[config.mk]
export PLATFORM = sky130hd
export DESIGN_NAME = tcpwm_top
export DESIGN_NICKNAME = d
export VERILOG_FILES = /design/src/pkg/tcpwm_pkg.sv /design/src/hdl/tcpwm_sync_gen.sv /design/src/hdl/tcpwm_phase.sv /design/src/hdl/tcpwm_top.sv
export SDC_FILE = /design/constraint.sdc
export NUM_CORES = 1
export LEC_CHECK = 0
export BUFFER_PORTS_ARGS = -buffer_cell sky130_fd_sc_hd__buf_4
export CAP_MARGIN = 20
export CORE_ASPECT_RATIO = 1.25
export CORE_MARGIN = 2
export CORE_UTILIZATION = 59
export DETAILED_ROUTE_END_ITERATION = 10
export GPL_ROUTABILITY_DRIVEN = 0
export MAX_ROUTING_LAYER = met4
export PLACE_DENSITY_LB_ADDON = 0.2
export SLEW_MARGIN = 10
export SYNTH_ARGS = -nofsm -noshare
export SYNTH_HDL_FRONTEND = slang
export SYNTH_SLANG_ARGS = --single-unit
[constraint.sdc]
create_clock -name ref_clk -period 14.55 [get_ports ref_clk]
set_clock_uncertainty 0.05 [all_clocks]
set_input_delay 2.1825 -clock ref_clk [delete_from_list [all_inputs] [get_ports ref_clk]]
set_output_delay 2.1825 -clock ref_clk [all_outputs]
set_load 0.005 [all_outputs]
[src/pkg/tcpwm_pkg.sv]
// tcpwm_pkg: constants, register map and carrier types of the
// three-phase center-based pwm timing unit.
// assumes a 32-bit avalon-mm register bus with byte addresses.
package tcpwm_pkg;

   // counter and field widths
   localparam int CNT_W = 16;
   localparam int DEAD_W = 10;
   localparam int SYNCW_W = 8;
   localparam int ADDR_W = 8;
   localparam int BOOT_W = 18;

   // register byte offsets
   localparam logic [7:0] OFS_DUTY_A = 8'h00;
   localparam logic [7:0] OFS_DUTY_B = 8'h04;
   localparam logic [7:0] OFS_DUTY_C = 8'h08;
   localparam logic [7:0] OFS_HALF_PERIOD = 8'h0c;
   localparam logic [7:0] OFS_DEAD_TIME = 8'h10;
   localparam logic [7:0] OFS_MIN_PULSE = 8'h14;
   localparam logic [7:0] OFS_SYNC_WIDTH = 8'h18;
   localparam logic [7:0] OFS_MODE_CONTROL = 8'h1c;
   localparam logic [7:0] OFS_SYSTEM_STATUS = 8'h20;

   // field positions
   localparam int MODE_DOUBLE_BIT = 6;
   localparam int STAT_HALF_BIT = 3;

   // reset values
   localparam logic [15:0] DUTY_RST = 16'h0000;
   localparam logic [15:0] HALF_PERIOD_RST = 16'h0000;
   localparam logic [9:0] DEAD_TIME_RST = 10'h000;
   localparam logic [15:0] MIN_PULSE_RST = 16'h0000;
   localparam logic [7:0] SYNC_WIDTH_RST = 8'h27;

   // first-sync delay in single mode is period plus half of it
   localparam int START_HALF_SHIFT = 1;

   // values latched into the timing unit at each sync rising edge
   typedef struct packed {
      logic [15:0] half_period;
      logic [9:0] dead_time;
      logic [15:0] min_pulse;
      logic [7:0] sync_width;
      logic [15:0] duty_a;
      logic [15:0] duty_b;
      logic [15:0] duty_c;
   } tcpwm_shadow_type;

   // one complementary output pair
   typedef struct packed {
      logic high;
      logic low;
   } tcpwm_pair_type;

   typedef enum logic [1:0] {
      ST_IDLE = 2'b00,
      ST_ARMED = 2'b01,
      ST_RUN = 2'b10
   } tcpwm_state_type;

endpackage

[src/hdl/tcpwm_sync_gen.sv]
// tcpwm_sync_gen: stretches a one-cycle start strobe into the period
// sync pulse of programmable width.
// assumes start strobes come from the timing unit on ref_clk.
`timescale 1ns/1ps
module tcpwm_sync_gen
   import tcpwm_pkg::*;
(
   // clock and reset
   input wire logic ref_clk,
   input wire logic rst_b,
   // start strobe and live width register
   input wire logic start,
   input wire logic [SYNCW_W-1:0] width,
   // pulse out
   output logic pulse
);

   logic [SYNCW_W:0] left_reg;
   logic [SYNCW_W:0] left_next;
   logic pulse_reg;
   logic [SYNCW_W+1:0] len_reg;
   logic [SYNCW_W:0] wexp_reg;

   // reload on every start; a short period simply restarts the pulse
   assign left_next = start ? ({1'b0, width} + {{SYNCW_W{1'b0}}, 1'b1})
      : (left_reg != '0) ? left_reg - {{SYNCW_W{1'b0}}, 1'b1} : '0;

   // pulse is high for width plus one cycles
   always_ff @(posedge ref_clk) begin
      if (!rst_b) begin
         left_reg <= '0;
         pulse_reg <= 1'b0;
      end else begin
         left_reg <= left_next;
         pulse_reg <= (left_next != '0);
      end
   end

   assign pulse = pulse_reg;

   // helper: length of the current high run and its expected value
   always_ff @(posedge ref_clk) begin
      if (!rst_b) begin
         len_reg <= '0;
         wexp_reg <= '0;
      end else begin
         len_reg <= start ? {{SYNCW_W+1{1'b0}}, 1'b1}
            : (pulse_reg ? len_reg + 1'b1 : len_reg);
         if (start) begin
            wexp_reg <= {1'b0, width};
         end
      end
   end

   AST_SYNC_WIDTH: assert property (
      @(posedge ref_clk) disable iff (!rst_b)
      $fell(pulse_reg) |-> len_reg == {1'b0, wexp_reg} + 2)
      else $error("sync pulse width differs from width plus one");

endmodule

[src/hdl/tcpwm_phase.sv]
// tcpwm_phase: one complementary output pair of the timing unit.
// assumes cnt runs up in the first half and down in the second, and
// that the latched values stay stable within a half period.
`timescale 1ns/1ps
module tcpwm_phase
   import tcpwm_pkg::*;
#(
   parameter int W = CNT_W
)
(
   // clock and reset
   input wire logic ref_clk,
   input wire logic rst_b,
   // timing inputs
   input wire logic en,
   input wire logic [W-1:0] cnt,
   input wire logic [W-1:0] half_period,
   input wire logic [DEAD_W-1:0] dead_time,
   input wire logic [W-1:0] min_pulse,
   input wire logic [W-1:0] duty,
   // output pair
   output tcpwm_pair_type pair
);

   logic signed [W+1:0] hi_raw;
   logic signed [W+1:0] lo_raw;
   logic [W:0] hp_x;
   logic [W:0] hi_time;
   logic [W:0] lo_time;
   logic [W:0] hi_thr;
   logic del_hi;
   logic del_lo;
   logic hi_next;
   logic lo_next;
   tcpwm_pair_type pair_reg;

   // dead-time adjusted on-times per half period
   assign hp_x = {1'b0, half_period};
   assign hi_raw = $signed({2'b00, duty})
      - $signed({{(W+2-DEAD_W){1'b0}}, dead_time});
   assign lo_raw = $signed({2'b00, half_period}) - $signed({2'b00, duty})
      - $signed({{(W+2-DEAD_W){1'b0}}, dead_time});

   // clamp between no on-time and the whole half
   assign hi_time = (hi_raw < 0) ? '0
      : (hi_raw > $signed({1'b0, hp_x})) ? hp_x : hi_raw[W:0];
   assign lo_time = (lo_raw < 0) ? '0
      : (lo_raw > $signed({1'b0, hp_x})) ? hp_x : lo_raw[W:0];

   // centred edges: high sits at the top of the up/down count, low at
   // the bottom, each edge moved inward by the dead time
   assign hi_thr = hp_x - hi_time;

   // pulses shorter than the minimum are deleted for the half
   assign del_hi = hi_time < {1'b0, min_pulse};
   assign del_lo = lo_time < {1'b0, min_pulse};

   // a deleted high wins: its low is then held fully on
   assign hi_next = en & (del_hi ? 1'b0 : del_lo ? 1'b1
      : ({1'b0, cnt} >= hi_thr));
   assign lo_next = en & (del_hi ? 1'b1 : del_lo ? 1'b0
      : ({1'b0, cnt} < lo_time));

   always_ff @(posedge ref_clk) begin
      if (!rst_b) begin
         pair_reg <= '0;
      end else begin
         pair_reg <= '{high: hi_next, low: lo_next};
      end
   end

   assign pair = pair_reg;

   AST_NO_OVERLAP: assert property (
      @(posedge ref_clk) disable iff (!rst_b)
      !(pair_reg.high && pair_reg.low))
      else $error("high and low outputs on together");

   AST_MIN_PULSE: assert property (
      @(posedge ref_clk) disable iff (!rst_b)
      (en && del_hi) |=> (!pair_reg.high && pair_reg.low))
      else $error("short high pulse was not deleted");

endmodule

[src/hdl/tcpwm_top.sv]
// tcpwm_top: three-phase center-based pwm timing unit with its
// avalon-mm register slave.
// assumes one 100 MHz ref_clk, synchronous active-low reset, and gate
// drivers that take the six outputs directly.
//
// What this block does
// - each duty register drives its own phase pair
// - duty is high on-time count per half
// - single mode waveforms centred in sync period
// - every edge moved equally by dead time
// - single mode on-times twice duty minus dead
// - on-times clamped between zero and full period
// - double mode on-times sum both halves
// - double mode period sums both latched periods
// - phases b and c follow phase a rules
// - no outputs until period and duties written
// - single mode first sync after 1.5 periods
// - double mode first sync after one period
// - single mode same duty in both halves
// - double mode latches duty per half
// - status bit 3 shows active half
// - minimum pulse register sets least on-time
// - short pulse off, complement fully on
// - period register counts half a period
// - mode bit 6 selects double update
// - sync rising edge latches all settings
// - sync pulse width is register plus one
`timescale 1ns/1ps
module tcpwm_top
   import tcpwm_pkg::*;
(
   // clock and reset
   input wire logic ref_clk,
   input wire logic rst_b,
   // avalon-mm slave
   input wire logic [ADDR_W-1:0] avs_address,
   input wire logic avs_read,
   input wire logic avs_write,
   input wire logic [31:0] avs_writedata,
   input wire logic [3:0] avs_byteenable,
   output logic [31:0] avs_readdata,
   output logic avs_waitrequest,
   // gate drive outputs
   output logic phase_a_high_out,
   output logic phase_a_low_out,
   output logic phase_b_high_out,
   output logic phase_b_low_out,
   output logic phase_c_high_out,
   output logic phase_c_low_out,
   // period sync
   output logic period_sync_pulse
);

   // software-visible registers and the written flags
   logic [15:0] duty_phase_a_reg;
   logic [15:0] duty_phase_b_reg;
   logic [15:0] duty_phase_c_reg;
   logic [15:0] half_period_count_reg;
   logic [9:0] dead_time_count_reg;
   logic [15:0] min_pulse_count_reg;
   logic [7:0] sync_width_count_reg;
   logic mode_double_reg;
   logic [3:0] written_reg;
   // bus side
   logic rd_done_reg;
   logic [31:0] readdata_reg;
   logic [31:0] rd_word;
   logic [31:0] wr_word;
   logic [31:0] be_mask;
   logic wr_duty_a;
   logic wr_duty_b;
   logic wr_duty_c;
   logic wr_period;
   logic wr_dead;
   logic wr_minp;
   logic wr_syncw;
   logic wr_mode;
   // timing side
   tcpwm_state_type st_reg;
   tcpwm_state_type st_next;
   logic [BOOT_W-1:0] boot_cnt_reg;
   logic [BOOT_W-1:0] boot_load;
   tcpwm_shadow_type shadow_reg;
   tcpwm_shadow_type shadow_live;
   logic [CNT_W-1:0] cnt_reg;
   logic half_reg;
   logic all_written;
   logic go;
   logic last_up;
   logic period_end;
   logic mid;
   logic latch_now;
   logic sync_start;
   logic running;
   logic [CNT_W-1:0] mid_hp;
   tcpwm_pair_type pair_a;
   tcpwm_pair_type pair_b;
   tcpwm_pair_type pair_c;

   // byte enables widen to a bit mask; unselected lanes keep old bits
   assign be_mask = {{8{avs_byteenable[3]}}, {8{avs_byteenable[2]}},
      {8{avs_byteenable[1]}}, {8{avs_byteenable[0]}}};
   assign wr_word = (avs_writedata & be_mask) | (rd_word & ~be_mask);

   // address decode for writes; unmapped writes are dropped
   assign wr_duty_a = avs_write & (avs_address == OFS_DUTY_A);
   assign wr_duty_b = avs_write & (avs_address == OFS_DUTY_B);
   assign wr_duty_c = avs_write & (avs_address == OFS_DUTY_C);
   assign wr_period = avs_write & (avs_address == OFS_HALF_PERIOD);
   assign wr_dead = avs_write & (avs_address == OFS_DEAD_TIME);
   assign wr_minp = avs_write & (avs_address == OFS_MIN_PULSE);
   assign wr_syncw = avs_write & (avs_address == OFS_SYNC_WIDTH);
   assign wr_mode = avs_write & (avs_address == OFS_MODE_CONTROL);

   // read mux; unused bits and unmapped offsets read zero
   assign rd_word =
      (avs_address == OFS_DUTY_A) ? {16'h0000, duty_phase_a_reg} :
      (avs_address == OFS_DUTY_B) ? {16'h0000, duty_phase_b_reg} :
      (avs_address == OFS_DUTY_C) ? {16'h0000, duty_phase_c_reg} :
      (avs_address == OFS_HALF_PERIOD) ?
         {16'h0000, half_period_count_reg} :
      (avs_address == OFS_DEAD_TIME) ? {22'h0, dead_time_count_reg} :
      (avs_address == OFS_MIN_PULSE) ? {16'h0000, min_pulse_count_reg} :
      (avs_address == OFS_SYNC_WIDTH) ? {24'h000000, sync_width_count_reg} :
      (avs_address == OFS_MODE_CONTROL) ?
         (32'h0000_0001 << MODE_DOUBLE_BIT) & {32{mode_double_reg}} :
      (avs_address == OFS_SYSTEM_STATUS) ?
         (32'h0000_0001 << STAT_HALF_BIT) & {32{half_reg}} :
      32'h0000_0000;

   // writes finish at once; reads wait one cycle for registered data
   assign avs_waitrequest = avs_read & ~rd_done_reg;
   assign avs_readdata = readdata_reg;

   always_ff @(posedge ref_clk) begin
      if (!rst_b) begin
         rd_done_reg <= 1'b0;
         readdata_reg <= 32'h0000_0000;
      end else begin
         rd_done_reg <= avs_read & ~rd_done_reg;
         if (avs_read & ~rd_done_reg) begin
            readdata_reg <= rd_word;
         end
      end
   end

   // configuration registers; mode bit picks double update
   always_ff @(posedge ref_clk) begin
      if (!rst_b) begin
         duty_phase_a_reg <= DUTY_RST;
         duty_phase_b_reg <= DUTY_RST;
         duty_phase_c_reg <= DUTY_RST;
         half_period_count_reg <= HALF_PERIOD_RST;
         dead_time_count_reg <= DEAD_TIME_RST;
         min_pulse_count_reg <= MIN_PULSE_RST;
         sync_width_count_reg <= SYNC_WIDTH_RST;
         mode_double_reg <= 1'b0;
      end else begin
         if (wr_duty_a) duty_phase_a_reg <= wr_word[15:0];
         if (wr_duty_b) duty_phase_b_reg <= wr_word[15:0];
         if (wr_duty_c) duty_phase_c_reg <= wr_word[15:0];
         if (wr_period) half_period_count_reg <= wr_word[15:0];
         if (wr_dead) dead_time_count_reg <= wr_word[9:0];
         if (wr_minp) min_pulse_count_reg <= wr_word[15:0];
         if (wr_syncw) sync_width_count_reg <= wr_word[7:0];
         if (wr_mode) mode_double_reg <= wr_word[MODE_DOUBLE_BIT];
      end
   end

   // remember which of period and the three duties were ever written
   always_ff @(posedge ref_clk) begin
      if (!rst_b) begin
         written_reg <= 4'h0;
      end else begin
         written_reg <= written_reg
            | {wr_period, wr_duty_c, wr_duty_b, wr_duty_a};
      end
   end
   assign all_written = &written_reg;

   // start-up delay measured from the first period write; 1.5 times
   // the period in single mode (odd periods round down), once in double
   assign boot_load = mode_double_reg
      ? {2'b00, wr_word[15:0]}
      : {2'b00, wr_word[15:0]}
         + {3'b000, wr_word[15:START_HALF_SHIFT]};

   // waits for both the delay and the last duty write
   assign go = (st_reg == ST_ARMED) && (boot_cnt_reg <= 1) && all_written;

   always_comb begin
      st_next = st_reg;
      case (st_reg)
         ST_IDLE: begin
            if (wr_period) st_next = ST_ARMED;
         end
         ST_ARMED: begin
            if (go) st_next = ST_RUN;
         end
         ST_RUN: begin
            st_next = ST_RUN;
         end
         default: begin
            st_next = ST_IDLE;
         end
      endcase
   end

   always_ff @(posedge ref_clk) begin
      if (!rst_b) begin
         st_reg <= ST_IDLE;
         boot_cnt_reg <= '0;
      end else begin
         st_reg <= st_next;
         if (st_reg == ST_IDLE && wr_period) begin
            boot_cnt_reg <= boot_load;
         end else if (st_reg == ST_ARMED && boot_cnt_reg > 1) begin
            boot_cnt_reg <= boot_cnt_reg - 1'b1;
         end
      end
   end

   assign running = (st_reg == ST_RUN);

   // period boundaries of the up/down counter
   assign last_up = ({1'b0, cnt_reg} + 17'h00001)
      >= {1'b0, shadow_reg.half_period};
   assign period_end = running & half_reg & (cnt_reg == '0);
   assign mid = running & ~half_reg & last_up;

   // sync edges latch all; double mode also at mid
   assign latch_now = go | period_end | (mid & mode_double_reg);
   assign sync_start = latch_now;

   assign shadow_live = '{half_period: half_period_count_reg,
      dead_time: dead_time_count_reg, min_pulse: min_pulse_count_reg,
      sync_width: sync_width_count_reg, duty_a: duty_phase_a_reg,
      duty_b: duty_phase_b_reg, duty_c: duty_phase_c_reg};

   // length of the down half: the newly latched period in double mode
   assign mid_hp = mode_double_reg ? half_period_count_reg
      : shadow_reg.half_period;

   // shadow values hold a whole period in single mode
   always_ff @(posedge ref_clk) begin
      if (!rst_b) begin
         shadow_reg <= '0;
      end else if (latch_now) begin
         shadow_reg <= shadow_live;
      end
   end

   // up through the first half, down through the second
   always_ff @(posedge ref_clk) begin
      if (!rst_b) begin
         cnt_reg <= '0;
         half_reg <= 1'b0;
      end else if (go | period_end) begin
         cnt_reg <= '0;
         half_reg <= 1'b0;
      end else if (mid) begin
         cnt_reg <= (mid_hp == '0) ? '0 : mid_hp - 1'b1;
         half_reg <= 1'b1;
      end else if (running) begin
         cnt_reg <= half_reg ? cnt_reg - 1'b1 : cnt_reg + 1'b1;
      end
   end

   // each pair uses the same timing from its own duty
   tcpwm_phase #(.W(CNT_W)) u_phase_a (
      .ref_clk(ref_clk),
      .rst_b(rst_b),
      .en(running),
      .cnt(cnt_reg),
      .half_period(shadow_reg.half_period),
      .dead_time(shadow_reg.dead_time),
      .min_pulse(shadow_reg.min_pulse),
      .duty(shadow_reg.duty_a),
      .pair(pair_a)
   );

   tcpwm_phase #(.W(CNT_W)) u_phase_b (
      .ref_clk(ref_clk),
      .rst_b(rst_b),
      .en(running),
      .cnt(cnt_reg),
      .half_period(shadow_reg.half_period),
      .dead_time(shadow_reg.dead_time),
      .min_pulse(shadow_reg.min_pulse),
      .duty(shadow_reg.duty_b),
      .pair(pair_b)
   );

   tcpwm_phase #(.W(CNT_W)) u_phase_c (
      .ref_clk(ref_clk),
      .rst_b(rst_b),
      .en(running),
      .cnt(cnt_reg),
      .half_period(shadow_reg.half_period),
      .dead_time(shadow_reg.dead_time),
      .min_pulse(shadow_reg.min_pulse),
      .duty(shadow_reg.duty_c),
      .pair(pair_c)
   );

   // sync width uses the live register at the latch edge
   tcpwm_sync_gen u_sync (
      .ref_clk(ref_clk),
      .rst_b(rst_b),
      .start(sync_start),
      .width(sync_width_count_reg),
      .pulse(period_sync_pulse)
   );

   // per-half sums give double mode on-times
   assign phase_a_high_out = pair_a.high;
   assign phase_a_low_out = pair_a.low;
   assign phase_b_high_out = pair_b.high;
   assign phase_b_low_out = pair_b.low;
   assign phase_c_high_out = pair_c.high;
   assign phase_c_low_out = pair_c.low;

   // helper: cycles since the first period write and the expected delay
   logic [BOOT_W-1:0] boot_seen_reg;
   logic [BOOT_W-1:0] boot_exp_reg;
   logic boot_dbl_reg;
   always_ff @(posedge ref_clk) begin
      if (!rst_b) begin
         boot_seen_reg <= '0;
         boot_exp_reg <= '0;
         boot_dbl_reg <= 1'b0;
      end else if (st_reg == ST_IDLE && wr_period) begin
         boot_seen_reg <= {{BOOT_W-1{1'b0}}, 1'b1};
         boot_exp_reg <= boot_load;
         boot_dbl_reg <= mode_double_reg;
      end else if (st_reg == ST_ARMED) begin
         boot_seen_reg <= boot_seen_reg + 1'b1;
      end
   end

   AST_NO_OUT_BEFORE_START: assert property (
      @(posedge ref_clk) disable iff (!rst_b)
      (st_reg != ST_RUN) |=> !(phase_a_high_out || phase_a_low_out
         || phase_b_high_out || phase_b_low_out
         || phase_c_high_out || phase_c_low_out))
      else $error("pwm output before start-up complete");

   AST_FIRST_SYNC_SINGLE: assert property (
      @(posedge ref_clk) disable iff (!rst_b)
      (st_reg == ST_ARMED && all_written && !boot_dbl_reg
         && boot_seen_reg == boot_exp_reg) |-> go ##1 period_sync_pulse)
      else $error("first sync not at 1.5 periods in single mode");

   AST_FIRST_SYNC_DOUBLE: assert property (
      @(posedge ref_clk) disable iff (!rst_b)
      (st_reg == ST_ARMED && all_written && boot_dbl_reg
         && boot_seen_reg == boot_exp_reg) |-> go ##1 period_sync_pulse)
      else $error("first sync not at one period in double mode");

   AST_HALF_FLAG: assert property (
      @(posedge ref_clk) disable iff (!rst_b)
      (go || period_end) |=> !half_reg ##0 ($past(mid) || !half_reg))
      else $error("half flag not cleared at period start");

   AST_COUNT_UP: assert property (
      @(posedge ref_clk) disable iff (!rst_b)
      (running && !half_reg && !last_up) |=> cnt_reg == $past(cnt_reg) + 1)
      else $error("counter did not count up in first half");

   AST_NO_MID_SYNC_SINGLE: assert property (
      @(posedge ref_clk) disable iff (!rst_b)
      (mid && !mode_double_reg) |-> !sync_start ##1 half_reg)
      else $error("mid sync in single mode or half not entered");

endmodule

==> impl_metrics.json, run 1 <==
{
  "status": "finished clean",
  "wirelength_microns": 97600,
  "synthDominantCellAreaShare": 0.208,
  "cp_max_fo": 27,
  "cts_tree": "done",
  "final_common_cell": "nand2_1",
  "dpl.hpwl_microns": 75100,
  "coreArea_sq_um": 49500,
  "avgViaCountPerCell": 6.32,
  "synth_top_area_cell": "ha_1",
  "postCtsSetupBuffers": 0,
  "timing.rr.end": "u_phase_a.pair[1]$_SDFF_PN0_",
  "clkTransAtPathRegs_ps": 70,
  "grt_overflow_total": 0,
  "die_h_microns": 255,
  "layout-drive-gt1-share": 0.0611,
  "worst_skew_pair.late_latency_ps": 590,
  "io_pins": 88,
  "worst_slack_ps": 4910,
  "drc": 0,
  "synth_edf_count": 0,
  "final_cell_mix": "nand2_1, ha_1, nor2_1",
  "tightest_slew_ps": 1120,
  "leakagePower_nw": 14.4,
  "antenna_left": 0,
  "max_stage_delay_ps": 610,
  "rows": 91,
  "dp_worst_setup_slack_ps": 5140,
  "cts_resized": 0,
  "critPathCaptureType": "flop",
  "yosysSeqAreaShare": 0.177,
  "rr_startpoint": "shadow_reg[73]$_SDFFE_PN0N_",
  "num_vias": 29000,
  "hold_depth": 2,
  "worstHoldPathType": "reg -> reg",
  "grt_pass1_vias": 26300,
  "port_buffers": 53,
  "cts_max_path_buffers": 3,
  "htreeDepth": 1,
  "grt_pass1_wl_microns": 148000,
  "synth_ff_type": "dfxtp_1",
  "cpMostUsedCell": "o21ai_0",
  "crit_slowest_cell": "o41ai_1",
  "yosys_warnings": 0,
  "synth.avg_cell_area_sq_um": 7.54,
  "die_w_microns": 205,
  "first_iter_violations": 2666,
  "ys_top_cells_by_area": "ha_1, dfxtp_1, nand2_1",
  "cp.required_ps": 14990,
  "initial_core_util": 0.600,
  "drt_pass1_iterations": 8,
  "nets": 4483,
  "hold_viol": 0,
  "synth_cells": 3939,
  "fmax_mhz": 104,
  "ys_seq_elements": 263,
  "area_delta_synth_final_pct": 6.56,
  "dp.cells": 4548,
  "antenna_found_initial": 1,
  "cts_buffers": 28,
  "largest_reg_flops": 90,
  "grt_usage": 0.376,
  "cts_sinks": 263,
  "wire_per_inst_microns": 21.2,
  "antenna-diode-count": 0,
  "fin_setup_tns_ps": 0,
  "slew_headroom": 0.250,
  "syn-cell-area_sq_um": 29700,
  "synth_cell_types": 84,
  "irDropWorstVdd_mv": 0.115,
  "drv_slew": 0,
  "cts_hold_buf": 0,
  "pwr_density_cell_nw_per_um2": 51.4,
  "fin_crit_ps": 9640,
  "rsz0062_at_grt": "no",
  "power.total_mw": 1.63,
  "maxCapViolations": 0,
  "hp-start": "shadow_reg[58]$_SDFFE_PN0N_",
  "final_cells": 4598,
  "worstPathArrival_ps": 10080,
  "criticalPathCategory": "reg -> reg",
  "grt_max_degree": 129,
  "finalCritPeriodShare": 0.663,
  "root_buffer": "clkbuf_16",
  "r2r_cells": 38,
  "setup_viol_count_final": 0,
  "worstSetupStartpointType": "flop",
  "die_area_sq_um": 52200,
  "min_to": "shadow_reg[58]$_SDFFE_PN0N_",
  "rrSetupSlack_ps": 4910,
  "synthArstFlopShare": 0
}
[worst max-delay path: cells and delay by family (launching register included)]
family                   cells  cell delay, ps
AO/OA/AOI/OAI               23            5340
XOR/XNOR                     2             490
adder cells (fa/ha/maj)      4            1430
buffers and inverters        1             390
flip-flops                   1             570
AND/OR/NAND/NOR              8            1280
[cells by family (layout without fill, tap and decap cells)]
family | after synthesis | after routing | share of synthesized area
AO/OA/AOI/OAI | 1073 | 1073 | 0.244
XOR/XNOR | 183 | 183 | 0.0540
adder cells (fa/ha/maj) | 508 | 508 | 0.218
buffers and inverters | 420 | 413 | 0.0557
flip-flops | 263 | 263 | 0.177
multiplexers | 69 | 69 | 0.0246
other | 1 | 16 | 0.000126
AND/OR/NAND/NOR | 1422 | 1422 | 0.226
[synthesized netlist by cell type, types with 32 or more instances]
library cell and number:
nand2_1 532, ha_1 494, nor2_1 273, dfxtp_1 263
inv_1 256, a21oi_1 229, o21ai_0 209, a21boi_0 168
clkbuf_1 131, xnor2_1 116, nand3_1 99, nor3_1 97
a21o_1 90, o21a_1 79, xor2_1 67, nand2b_1 64
nor2b_1 62, nand4_1 58, or2_2 58, mux2i_1 56
and2_1 53, a211oi_1 37, o211a_1 36, o211ai_1 32
[metal layers]
layer  vias up  wire length (microns)  GRT usage
met5         -                      0          -
met4         0                   7010      0.224
met3       363                   7810     0.0405
met2      1247                  43200      0.599
met1     13400                  39600      0.461
li1      14100                      -          -
[cell type report]
type / instances / area, sq um
clock buffers: 36 / 792
clock inverters: 14 / 139
fillers: 4586 / 17900
inverters: 259 / 972
multi-input cells: 3271 / 22900
flip-flops and latches: 263 / 5270
well taps: 651 / 815
repair buffers: 104 / 785
[stage by stage]
stage | cell area [sq um] | util | hold slack [ps]
3_3_place_gp | 30700 | 0.620 | 400
3_5_place_dp | 30700 | 0.620 | 406
4_1_cts | 31700 | 0.639 | 418
2_1_floorplan | 29800 | - | 390
6_report | 31700 | 0.639 | 412
5_1_grt | 31700 | 0.639 | 439
[how the worst max path moves through the flow]
stage / from / end / slack [ps] / depth (start not counted)
after floorplan: shadow_reg[73]$_SDFFE_PN0N_ / u_phase_a.pair[1]$_SDFF_PN0_ / 6720 / 40
after global placement: shadow_reg[73]$_SDFFE_PN0N_ / u_phase_a.pair[1]$_SDFF_PN0_ / 5220 / 38
after detailed placement: shadow_reg[73]$_SDFFE_PN0N_ / u_phase_a.pair[1]$_SDFF_PN0_ / 5140 / 38
after CTS: shadow_reg[73]$_SDFFE_PN0N_ / u_phase_a.pair[1]$_SDFF_PN0_ / 5080 / 38
after global routing: shadow_reg[73]$_SDFFE_PN0N_ / u_phase_a.pair[1]$_SDFF_PN0_ / 3980 / 38
final: shadow_reg[73]$_SDFFE_PN0N_ / u_phase_a.pair[1]$_SDFF_PN0_ / 4910 / 38
[power breakdown]
group	switching, mW	internal, mW	total (mW)
Combinational	0.0802	0.0622	0.142
Sequential	0.00995	0.732	0.742
Clock	0.323	0.421	0.743
(Power assumes the default switching activity.)
==> inputs of run 2 (changes only) <==
--- a/config.mk
+++ b/config.mk
@@ -5,6 +5,7 @@
 export SDC_FILE = /design/constraint.sdc
 export NUM_CORES = 1
 export LEC_CHECK = 0
+export ABC_AREA = 1
 export BUFFER_PORTS_ARGS = -buffer_cell sky130_fd_sc_hd__buf_4
 export CAP_MARGIN = 20
 export CORE_ASPECT_RATIO = 1.25
==> constraint.sdc (replaced) <==
create_clock -name ref_clk -period 9.7 [get_ports ref_clk]
set_clock_uncertainty 0.05 [all_clocks]
set_input_delay 1.455 -clock ref_clk [delete_from_list [all_inputs] [get_ports ref_clk]]
set_output_delay 1.455 -clock ref_clk [all_outputs]
set_load 0.005 [all_outputs]
==> run 2 against run 1 <==
Cell area increased by 2.2%. Register-to-register slack lost 3000 ps. Global-route usage grew 0.080 points. Synthesized cell count is 19% higher. Die area is 2.6% higher. Power increased to 7.3 times the previous value. Sequential cell count unchanged. Sequential power increased by 54%. Largest cell class unchanged. Largest power group is now combinational logic.
==> impl_metrics.json, run 2 <==
{
  "drt_pass1_iterations": 8,
  "synth_ff_type": "dfxtp_1",
  "wire_per_inst_microns": 18.8,
  "initial_core_util": 0.594,
  "rows": 93,
  "synth_top_area_cell": "ha_1",
  "cts_tree": "done",
  "critPathCaptureType": "flop",
  "yosysSeqAreaShare": 0.173,
  "synth.avg_cell_area_sq_um": 6.50,
  "hp-start": "written_reg[3]$_SDFF_PN0_",
  "rrSetupSlack_ps": 1870,
  "root_buffer": "clkbuf_16",
  "worstSetupStartpointType": "flop",
  "worst_skew_pair.late_latency_ps": 590,
  "finalCritPeriodShare": 0.807,
  "largest_reg_flops": 90,
  "cts_sinks": 263,
  "antenna_left": 0,
  "fin_crit_ps": 7830,
  "hold_depth": 2,
  "worstHoldPathType": "reg -> reg",
  "first_iter_violations": 2876,
  "max_stage_delay_ps": 520,
  "drc": 0,
  "r2r_cells": 44,
  "hold_viol": 0,
  "cts_resized": 0,
  "tightest_slew_ps": 1090,
  "pwr_density_cell_nw_per_um2": 368,
  "cp.required_ps": 10110,
  "grt_overflow_total": 0,
  "rr_startpoint": "shadow_reg[73]$_SDFFE_PN0N_",
  "cts_max_path_buffers": 3,
  "cp_max_fo": 18,
  "nets": 5271,
  "syn-cell-area_sq_um": 30500,
  "crit_slowest_cell": "dfxtp_1",
  "rsz0062_at_grt": "no",
  "synth_edf_count": 0,
  "num_vias": 31200,
  "grt_pass1_wl_microns": 156000,
  "fin_setup_tns_ps": 0,
  "io_pins": 88,
  "cts_hold_buf": 0,
  "cts_buffers": 28,
  "internal_power_mw": 5.34,
  "timing.rr.end": "u_phase_b.pair[1]$_SDFF_PN0_",
  "min_to": "written_reg[3]$_SDFF_PN0_",
  "antenna-diode-count": 0,
  "coreArea_sq_um": 51300,
  "dp.cells": 5350,
  "setup_viol_count_final": 0,
  "p_comb_frac": 0.814,
  "maxCapViolations": 0,
  "leakagePower_nw": 16.9,
  "htreeDepth": 1,
  "port_buffers": 53,
  "clkTransAtPathRegs_ps": 80,
  "synthArstFlopShare": 0,
  "layout-drive-gt1-share": 0.0524,
  "irDropWorstVdd_mv": 0.405,
  "cpMostUsedCell": "nand2_1",
  "ys_top_cells_by_area": "ha_1, dfxtp_1, nand2_1",
  "die_area_sq_um": 53500,
  "yosys_warnings": 0,
  "ys_seq_elements": 263,
  "dpl.hpwl_microns": 79700,
  "power_frac_seq": 0.096,
  "final_common_cell": "nand2_1",
  "final_cells": 5401,
  "antenna_found_initial": 0,
  "clkPwrFrac": 0.090,
  "synthDominantCellAreaShare": 0.203,
  "wirelength_microns": 102000,
  "avgViaCountPerCell": 5.79,
  "worstPathArrival_ps": 8240,
  "synth_common_cells": "nand2_1, inv_1, a21oi_1",
  "synth_cells": 4690,
  "swShare": 0.551,
  "drv_slew": 0,
  "criticalPathCategory": "reg -> reg",
  "grt_usage": 0.377,
  "fill_cells": 4934,
  "status": "finished clean",
  "area_delta_synth_final_pct": 6.05,
  "final_cell_mix": "nand2_1, inv_1, a21oi_1",
  "netSwitchingPower_mw": 6.57,
  "die_h_microns": 258,
  "yosysMostFrequentCell": "nand2_1",
  "fmax_mhz": 128,
  "synth_cell_types": 65,
  "grt_pass1_vias": 28200,
  "grt_max_degree": 125,
  "slew_headroom": 0.268,
  "postCtsSetupBuffers": 0,
  "die_w_microns": 207
}
run 2: worst max-delay path, delay by kind of cell, from the launching register on:
family | cells | cell delay (ps)
compound gates | 14 | 2420
xor+xnor | 2 | 440
fa+ha+maj | 4 | 1300
buf+inv | 5 | 890
flops | 1 | 520
simple gates | 19 | 2080
run 2: layout make-up:
| cell class | instances | area [sq um] | share of cell area |
|---|---|---|---|
| multi-input combinational | 3523 | 21600 | 0.668 |
| tap | 665 | 832 | 0.0257 |
| clock buffer | 35 | 737 | 0.0228 |
| clock inverter | 16 | 155 | 0.00480 |
| sequential | 263 | 5270 | 0.163 |
| inverter | 805 | 3030 | 0.0936 |
| timing repair buffer | 94 | 706 | 0.0218 |
run 2: worst max path at each step:
| stage | from | end | slack, ps |
|---|---|---|---|
| finish | shadow_reg[73]$_SDFFE_PN0N_ | u_phase_b.pair[1]$_SDFF_PN0_ | 1870 |
| global route | shadow_reg[73]$_SDFFE_PN0N_ | u_phase_b.pair[1]$_SDFF_PN0_ | 950 |
| CTS | shadow_reg[73]$_SDFFE_PN0N_ | u_phase_b.pair[1]$_SDFF_PN0_ | 1940 |
| detailed placement | shadow_reg[73]$_SDFFE_PN0N_ | u_phase_b.pair[1]$_SDFF_PN0_ | 1920 |
| global placement | shadow_reg[73]$_SDFFE_PN0N_ | u_phase_b.pair[1]$_SDFF_PN0_ | 1980 |
| floorplan | shadow_reg[73]$_SDFFE_PN0N_ | u_phase_b.pair[1]$_SDFF_PN0_ | 3550 |
run 2: layer usage:
layer,track usage,part of all wire,vias to the layer above
met1,0.463,0.41,14000
met3,0.0413,0.079,349
li1,-,-,15600
met5,-,0,-
met2,0.606,0.44,1282
met4,0.208,0.067,0
run 2: cells by family (layout without fill, tap and decap cells):
| group | count (synthesis) | count (layout) | synth area share |
|---|---|---|---|
| simple gates | 1671 | 1671 | 0.235 |
| compound gates | 1141 | 1141 | 0.207 |
| buf+inv | 919 | 950 | 0.120 |
| fa+ha+maj | 508 | 508 | 0.212 |
| flops | 263 | 263 | 0.173 |
| xor+xnor | 187 | 187 | 0.0537 |
| other cells | 1 | 16 | 0.000123 |
run 2: per-stage QoR:
step | setup slack (ps) | power, mW | hold WS, ps | area, sq um | util
2_1_floorplan | 3550 | 8.86 | 387 | 30600 | -
3_3_place_gp | 1980 | 10.4 | 400 | 31500 | 0.613
3_5_place_dp | 1920 | 10.7 | 403 | 31500 | 0.613
4_1_cts | 1940 | 11.8 | 412 | 32300 | 0.630
5_1_grt | 952 | 13.4 | 436 | 32300 | 0.630
6_report | 1870 | 11.9 | 415 | 32300 | 0.630
run 2: power groups by stage:
stage / logic [mW] / registers, mW / clock network (mW)
finish: 9.70 / 1.14 / 1.07
global route: 11.1 / 1.15 / 1.12
CTS: 9.56 / 1.14 / 1.07
detailed placement: 9.51 / 1.17 / 0
global placement: 9.27 / 1.17 / 0
floorplan: 7.70 / 1.16 / 0
